File: src/hrc_pkg.sv
// Purpose: Shared constants for the hardware reset control block
// Assumes: One 100 MHz clock
// Notes: Vector fetch length and pin count are plain defaults
package hrc_pkg;
  localparam int PORT_PINS = 16;
  localparam int ADDR_W = 20;
  localparam logic [19:0] RESET_VECTOR_ADDR = 20'hffffc;
  localparam logic [1:0] SYNC_ONES = 2'h3;
  localparam logic [3:0] VEC_BYTES = 4'h3;
  localparam logic [3:0] VEC_LAST = 4'h2;
  localparam logic [3:0] CNT_ZERO = 4'h0;
  localparam logic [3:0] CNT_ONE = 4'h1;
  localparam logic [7:0] BYTE_ZERO = 8'h00;
  localparam logic [19:0] ADDR_ZERO = 20'h00000;
  typedef enum logic [2:0] {ST_HOLD, ST_RELEASE, ST_FETCH, ST_RUN} hrc_state_t;
endpackage

File: src/hrc_pin_sync.sv
// Purpose: Three-stage synchroniser for an outside level
// Assumes: Input from outside the sys_clk domain
// Notes: A change counts once stages two and three agree
`timescale 1ns/10ps
`default_nettype none
module hrc_pin_sync (
  input wire logic sys_clk,
  input wire logic reset,
  input wire logic pinIn,
  output logic levelOut
);
  logic s1Reg;
  logic s2Reg;
  logic s3Reg;
  always_ff @(posedge sys_clk or posedge reset) begin
    if (reset) begin
      s1Reg <= 1'b0;
      s2Reg <= 1'b0;
      s3Reg <= 1'b0;
    end else begin
      s1Reg <= pinIn;
      s2Reg <= s1Reg;
      s3Reg <= s2Reg;
    end
  end
  always_ff @(posedge sys_clk or posedge reset) begin
    if (reset) begin
      levelOut <= 1'b0;
    end else if (s2Reg == s3Reg) begin
      levelOut <= s3Reg;
    end
  end
endmodule
`default_nettype wire

File: src/hrc_reset_ctrl.sv
// Purpose: Hardware reset control for a 16-bit microcomputer
// Assumes: sys_clk is the main clock; resetPinN comes from the board
// Notes: CPU and register reset are released on the filtered rising edge
// ****************
// ****************
`timescale 1ns/10ps
`default_nettype none
module hrc_reset_ctrl (
  input wire logic sys_clk,
  input wire logic reset,
  input wire logic resetPinN,
  input wire logic swResetReq,
  input wire logic wdtUnderflowReset,
  input wire logic oscStopReset,
  input wire logic ramWriteActive,
  input wire logic [7:0] vecData,
  input wire logic vecValid,
  output logic pinResetN,
  output logic portInputForceN,
  output logic oscResetN,
  output logic cpuRegResetN,
  output logic ramWriteBlockN,
  output logic ramUndefined,
  output logic vecReadReq,
  output logic [hrc_pkg::ADDR_W-1:0] vecAddr,
  output logic [hrc_pkg::ADDR_W-1:0] startAddr,
  output logic cpuRun
);
  import hrc_pkg::*;

  // ****************
  // Pin filtering
  // ****************
  logic pinHigh;
  logic pinHighDly_reg;
  hrc_pin_sync uSync (
    .sys_clk(sys_clk),
    .reset(reset),
    .pinIn(resetPinN),
    .levelOut(pinHigh)
  );
  always_ff @(posedge sys_clk or posedge reset) begin
    if (reset) begin
      pinHighDly_reg <= 1'b0;
    end else begin
      pinHighDly_reg <= pinHigh;
    end
  end

  // Raw pin level acts at once; waiting on the filter would delay pin safety
  logic internalReset;
  assign internalReset = swResetReq | wdtUnderflowReset | oscStopReset;
  assign pinResetN = resetPinN;
  assign portInputForceN = resetPinN;
  assign oscResetN = resetPinN;
  assign ramWriteBlockN = 1'b1;

  // ****************
  // Sequencer
  // ****************
  hrc_state_t state_reg;
  hrc_state_t state_next;
  logic [3:0] cnt_reg;
  logic [19:0] addr_reg;
  logic pinRise;
  assign pinRise = pinHigh & ~pinHighDly_reg;

  always_comb begin
    state_next = state_reg;
    unique case (state_reg)
      ST_HOLD: begin
        if (pinRise) begin
          state_next = ST_RELEASE;
        end
      end
      ST_RELEASE: state_next = ST_FETCH;
      ST_FETCH: begin
        if (vecValid && cnt_reg == VEC_LAST) begin
          state_next = ST_RUN;
        end
      end
      ST_RUN: state_next = ST_RUN;
      default: state_next = ST_HOLD;
    endcase
    if (!pinHigh || internalReset) begin
      state_next = ST_HOLD;
    end
  end

  always_ff @(posedge sys_clk or posedge reset) begin
    if (reset) begin
      state_reg <= ST_HOLD;
    end else begin
      state_reg <= state_next;
    end
  end

  // Internal sources also wait for a new filtered pin rise before release, keeping one path
  always_ff @(posedge sys_clk or posedge reset) begin
    if (reset) begin
      cpuRegResetN <= 1'b0;
    end else begin
      cpuRegResetN <= (state_next != ST_HOLD);
    end
  end

  // ****************
  // Vector fetch
  // ****************
  always_ff @(posedge sys_clk or posedge reset) begin
    if (reset) begin
      cnt_reg <= CNT_ZERO;
      addr_reg <= ADDR_ZERO;
    end else if (state_reg != ST_FETCH) begin
      cnt_reg <= CNT_ZERO;
      if (state_reg == ST_RELEASE) begin
        addr_reg <= ADDR_ZERO;
      end
    end else if (vecValid) begin
      // Each byte lands in its own lane; top byte gives only a nibble
      if (cnt_reg == CNT_ZERO) begin
        addr_reg <= {addr_reg[19:8], vecData};
      end else if (cnt_reg == CNT_ONE) begin
        addr_reg <= {addr_reg[19:16], vecData, addr_reg[7:0]};
      end else begin
        addr_reg <= {vecData[3:0], addr_reg[15:0]};
      end
      cnt_reg <= cnt_reg + CNT_ONE;
    end
  end

  always_ff @(posedge sys_clk or posedge reset) begin
    if (reset) begin
      startAddr <= ADDR_ZERO;
      cpuRun <= 1'b0;
    end else begin
      cpuRun <= (state_next == ST_RUN);
      if (state_reg == ST_FETCH && state_next == ST_RUN) begin
        startAddr <= {vecData[3:0], addr_reg[15:0]};
      end
    end
  end

  assign vecReadReq = (state_reg == ST_FETCH);
  always_ff @(posedge sys_clk or posedge reset) begin
    if (reset) begin
      vecAddr <= RESET_VECTOR_ADDR;
    end else begin
      vecAddr <= RESET_VECTOR_ADDR + {16'h0000, state_next == ST_FETCH && vecValid && state_reg == ST_FETCH
        ? cnt_reg + CNT_ONE : (state_reg == ST_FETCH ? cnt_reg : CNT_ZERO)};
    end
  end

  // ****************
  // RAM integrity
  // ****************
  // Flag is sticky: only a clean write-free pin reset could vouch for RAM
  always_ff @(posedge sys_clk or posedge reset) begin
    if (reset) begin
      ramUndefined <= 1'b0;
    end else if (!resetPinN && ramWriteActive) begin
      ramUndefined <= 1'b1;
    end
  end
endmodule
`default_nettype wire

File: config.mk
export PLATFORM = sky130hd
export DESIGN_NAME = hrc_reset_ctrl
export DESIGN_NICKNAME = d
export VERILOG_FILES = /design/src/hrc_pkg.sv /design/src/hrc_pin_sync.sv /design/src/hrc_reset_ctrl.sv
export SDC_FILE = /design/constraint.sdc
export NUM_CORES = 1
export LEC_CHECK = 0
export BUFFER_PORTS_ARGS = -buffer_cell sky130_fd_sc_hd__buf_2
export CORE_UTILIZATION = 50
export CTS_BUF_LIST = sky130_fd_sc_hd__clkbuf_8
export CTS_CLUSTER_DIAMETER = 40
export DETAILED_ROUTE_END_ITERATION = 10
export GPL_TIMING_DRIVEN = 1
export PLACE_DENSITY = 0.76
export SETUP_SLACK_MARGIN = 0.2
export SKIP_CTS_REPAIR_TIMING = 1
export SYNTH_ARGS = -nofsm -noshare
export SYNTH_HDL_FRONTEND = slang
export SYNTH_SLANG_ARGS = --single-unit
File: constraint.sdc
create_clock -name sys_clk -period 3.08 [get_ports sys_clk]
set_input_delay 0.308 -clock sys_clk [delete_from_list [all_inputs] [get_ports sys_clk]]
set_output_delay 0.308 -clock sys_clk [all_outputs]
set_load 0.02 [all_outputs]
# After elaboration in Yosys (flattened, before gate mapping)
# Cells that the tools add are included.
# W data, S select, Z words.
# word_totals
ff_bits	57
input_bits	16
wordCells	60
# classes
n_addsub	2
eq_ne	11
muxes	13
bitwise_logic	4
reduce_logical	16
# op_table
operator	count
$mux W16	5
$mux W4	4
$eq A3 B2 Y1 const B	4
$pmux W3 S4	1
$mux W3	3
$add A3 B5 Y6 const A	1
$reduce_bool A2 Y1	3
$logic_and A1 B1 Y1	5
$add A4 B1 Y4 const B	1
$eq A4 B1 Y1 const B	1
$eq A4 B2 Y1 const B	1
$logic_not A4 Y1	1
$reduce_and A4 Y1	1
$eq A3 B1 Y1 const B	1
$logic_not A3 Y1	1
$ne A3 B2 Y1 const B	1
$reduce_and A3 Y1	1
$reduce_bool A3 Y1	1
$logic_not A1 Y1	2
$ne A2 B1 Y1 const B	1
$ne A2 B2 Y1 const B	1
$or A1 B1 Y1	2
$and A1 B1 Y1	1
$eq A1 B1 Y1	1
2 further kinds	2

# Longest topological paths before layout
# logic_depth
ltp_word	10
depth_mapped	8
ltp_nobuf	8

# Hierarchy
# A second synthesis with hierarchy kept.
# unflattened
cells_unflattened	197
area_unflattened_um2	2446.1
# by_module_without_submodules
mod	n_inst	cells_per_inst	area_each_um2
hrc_reset_ctrl	1	191	2331.0
hrc_pin_sync	1	6	115.1

# Worst setup path before layout
# Ideal clock, no wire load.
# synth_timing
kind	input to register
startpoint	input wdtUnderflowReset
endpoint	register vecAddr[3] (netlist name)
setup_time_ns	0.058
arrival_ns	2.013
t_required_ns	3.022
setup_slack_ns	1.008
path_stages	7
n_path_buf	1
cell_sequence	or4b_1 -> buf_2 -> or4_4 -> a21oi_1 -> a21oi_1 -> ha_1 -> inv_1
# synth_via
elab_chain_len	9
# synth_rtl
element	line_no	text
start, declared	hrc_reset_ctrl.sv:13	input wire logic wdtUnderflowReset,
$or A1 B1 Y1 (2 in a row)	hrc_reset_ctrl.sv:52	assign internalReset = swResetReq | wdtUnderflowReset | oscStopReset;
$logic_or A1 B1 Y1	hrc_reset_ctrl.sv:85	if (!pinHigh || internalReset) begin
$mux W3	hrc_reset_ctrl.sv:85	
$eq A3 B2 Y1	hrc_reset_ctrl.sv:149	vecAddr <= RESET_VECTOR_ADDR + {16'h0000, state_next == ST_FETCH && vecValid && state_reg == ST_FETCH
$logic_and A1 B1 Y1 (2 in a row)	hrc_reset_ctrl.sv:149	
$mux W4	hrc_reset_ctrl.sv:150	? cnt_reg + CNT_ONE : (state_reg == ST_FETCH ? cnt_reg : CNT_ZERO)};
$add A3 B5 Y6	hrc_reset_ctrl.sv:149	
end signal, assigned	hrc_reset_ctrl.sv:149	
end, declared	hrc_reset_ctrl.sv:25	output logic [hrc_pkg::ADDR_W-1:0] vecAddr,
# No other way between the ends.
# A chain may end at the register's enable or synchronous reset.

# Worst setup path in the final report
# layout_timing
startpoint	register cnt_reg[0]
endpoint	register startAddr[19] (netlist name)
# layout_via
elab_chain_len	7
# layout_rtl
element	line_no	text
start, declared	hrc_reset_ctrl.sv:63	logic [3:0] cnt_reg;
start signal, assigned	hrc_reset_ctrl.sv:128	cnt_reg <= cnt_reg + CNT_ONE;
$eq A4 B2 Y1	hrc_reset_ctrl.sv:78	if (vecValid && cnt_reg == VEC_LAST) begin
$logic_and A1 B1 Y1	hrc_reset_ctrl.sv:78	
$mux W3	hrc_reset_ctrl.sv:78	
$pmux W3 S4	hrc_reset_ctrl.sv:70	unique case (state_reg)
$mux W3	hrc_reset_ctrl.sv:85	
$eq A3 B2 Y1	hrc_reset_ctrl.sv:138	if (state_reg == ST_FETCH && state_next == ST_RUN) begin
$logic_and A1 B1 Y1	hrc_reset_ctrl.sv:138	
end signal, assigned	hrc_reset_ctrl.sv:139	startAddr <= {vecData[3:0], addr_reg[15:0]};
end, declared	hrc_reset_ctrl.sv:26	output logic [hrc_pkg::ADDR_W-1:0] startAddr,
# No other way between the ends.

==> results by group <==
Pwr
  – Switching share of power: a little under a quarter
  – Logic pwr share: 3.7%
  – VDD IR max: between 0.2 and 0.3 mV
  – Pint: slightly above 900 µW
  – PnR Total Power: approximately 1.2 mW
  – Net Switching: 267.6 µW
  – Leak pwr: about 1.5 nW
  – Sequential Power Share: 63.1%
  – Pwr per Cell Area: ~410 mW/mm²
  – Clock network fraction of design power: roughly a third

Route
  – Highest routed metal layer: met4
  – Drt first pass iters: 4
  – Vias per cell: 4.910
  – WL met2: approximately 1900 µm
  – Wire length on met3: about 260 µm
  – Met1 WL: about 2000 µm
  – Routed wire length: roughly 4200 µm
  – Initial drt markers: 53
  – Drt drc: 0
  – WL/cell: between 10 and 15 µm
  – Via Count: 1532
  – ANT nets after route: 0

Worst setup path
  – CP delay by family, top: simple AND/OR/NAND/NOR gates
  – Worst-path cell chain: inv_1 -> ha_1 -> nor3b_1 -> and3_4 -> nand2b_4 -> mux2_4
  – R2R Setup Slk: roughly 820 ps
  – Critical path type: flip-flop to flip-flop
  – Setup crit end kind: flip-flop
  – Critical path arrival: approximately 2500 ps
  – CP Buf/Inv Count: 1
  – R2R cell count: 6
  – Crit path depth: 6
  – CP required: around 3300 ps
  – CP Max Fanout: 20
  – Startpoint types: flip-flop
  – Crit-path slowest cell: dfrtp_1
  – Max incr delay on CP: 480 ps

Clock network
  – Worst skew pair latency: 310 ps
  – Clock Sinks: 56
  – TritonCTS clock tree: yes
  – H-tree levels: 2
  – TritonCTS buffer count: 5
  – Clk root buf: clkbuf_8
  – Maximum clock insertion buffer count: 2
  – Clk slew on worst S/H paths: roughly 100 ps

Timing
  – Fmax: between 400 and 500 MHz
  – Tmin final: 2263 ps
  – Period Utilization, post-route: 73.48%
  – Clk_skew: 11.74 ps
  – Final setup TNS: 0 ps
  – Final setup vio count: 0
  – Final WS setup: around 820 ps
  – Slew Viols, Final: 0
  – Slew @ Worst Pin: between 700 and 800 ps
  – Slew headroom: a little under half
  – Final Hold Viols: 0
  – Unrepaired setup endpoints after global routing: false

Finish
  – Max reg flops: 20
  – Area grow syn2layout: 11.66%
  – Number of fill cells in the layout: about 420
  – Nets: ~270
  – Share of cells above drive strength 1: 41.63%
  – Post-route cell area: about 0.0029 mm²
  – N_diodes: 0

Die
  – Num rows: 25
  – Die width: about 74 µm
  – IO Count: 64
  – Core area: ~0.0048 mm²
  – Initial Util: a little over half
  – DIE AREA: ~0.0054 mm²
  – Die Ht: around 74 µm

Place
  – Pre-CTS setup slack: around 790 ps
  – Placed inst area: between 0.002 and 0.003 mm²
  – Detail Placement HPWL: approximately 3000 µm
  – Final Wtd Congestion: approximately 0.84
  – IO buf count: 62

Outcome
  – Status: finished clean

Yosys
  – Post-synth EDFFs: 0
  – Count of warnings emitted by yosys: 0
  – Synthesized cell area: about 0.0026 mm²
  – Cells after synthesis: slightly below 200
  – Ys async rst share: between 90% and 100%
  – Synth top area cells: dfrtp_1, mux2_4, buf_4, mux2i_1, dfstp_2
  – #FFs+latches synth: 56
  – Syn avg cell area: about 13 µm²
  – Most frequent cell after synthesis: dfrtp_1
  – Yosys top cell area share: between 50% and 60%
  – Post-synthesis sequential area ratio: around 55%
  – Main flop type after synthesis: dfrtp_1
  – Area leader, netlist: dfrtp_1
  – Mapped Nets: 220
  – Synth unique cells: 42
  – Synth top cells by count: dfrtp_1, mux2_4, buf_4

Global route
  – GRT Util Overall: about 18%
  – First-pass GRT wire length: ~7000 µm
  – Initial antenna violation count: 0
  – Vias in the first global route: about 1500
  – Largest net degree at the start of global routing: 41
  – Gr ovfl total: 0

Min path
  – Min-Delay Path Class: input port to asynchronous set/reset pin

Flow run
  – Max_cap viols: 0
## metrics by stage
stage,utilization (%),hold WS [ps],cells
global route,59.43,128.8,312
global placement,57.58,334.1,304
CTS,59.43,133.8,312
floorplan,-,331.2,199
detailed placement,57.58,341.8,304
finish,59.43,129.6,312
## placed cells by master (no fill, tap or decap), types with 2 or more instances in the layout
| cell type | n |
|---|---|
| a21o_1 | 2 |
| a21oi_1 | 4 |
| a22o_1 | 8 |
| buf_2 | 62 |
| clkbuf_8 | 5 |
| conb_1 | 2 |
| dfrtp_1 | 53 |
| dfstp_2 | 3 |
| ha_1 | 5 |
| inv_1 | 13 |
| mux2_4 | 20 |
| mux2i_1 | 9 |
| nand2_1 | 12 |
| nand2b_1 | 3 |
| nand3_1 | 4 |
| nor2_1 | 10 |
| xor2_1 | 2 |
## cell families (layout without fill, tap and decap cells)
logic type	after synthesis	in the layout	synth area share, %
AO/OA/AOI/OAI	20	20	5.808
XOR/XNOR	3	3	1.025
adder cells (fa/ha/maj)	6	6	2.831
buffers and inverters	39	85	9.565
flip-flops	56	56	54.81
multiplexers	29	29	15.23
other	2	2	0.2929
AND/OR/NAND/NOR	44	44	10.44
## power groups by stage
stage	logic, mW	registers, mW	clock network [mW]
final	0.0437	0.745	0.393
after global placement	0.0443	0.759	0
after CTS	0.0451	0.745	0.402
after detailed placement	0.0452	0.759	0
after global routing	0.0501	0.746	0.432
after floorplan	0.0289	0.758	0
## routing by layer
layer | vias up | global-route usage, %
met5 | - | 0
li1 | 735 | -
met3 | 6 | 6.173
met2 | 49 | 25.89
met4 | 0 | 6.838
met1 | 742 | 23.82
## layout make-up
cell class / instances / area, µm² / area share [%]
sequential: 56 / 1405 / 49.08
multi-input combinational: 104 / 913.4 / 31.91
timing repair buffer: 63 / 317.8 / 11.10
clock inverter: 3 / 20.02 / 0.6993
clock buffer: 5 / 68.82 / 2.404
inverter: 14 / 53.80 / 1.879
tap: 67 / 83.83 / 2.928
## final timing paths
path / startpoint / end
setup / recovery: cnt_reg[0] / startAddr[19]
hold / removal: reset / startAddr[9]
setup reg to reg: cnt_reg[0] / startAddr[19]
hold reg to reg: uSync.s1Reg / uSync.s2Reg
max in group asynchronous: reset / vecAddr[0]
min in group sys_clk: resetPinN / uSync.s1Reg
(Power assumes the default switching activity.)
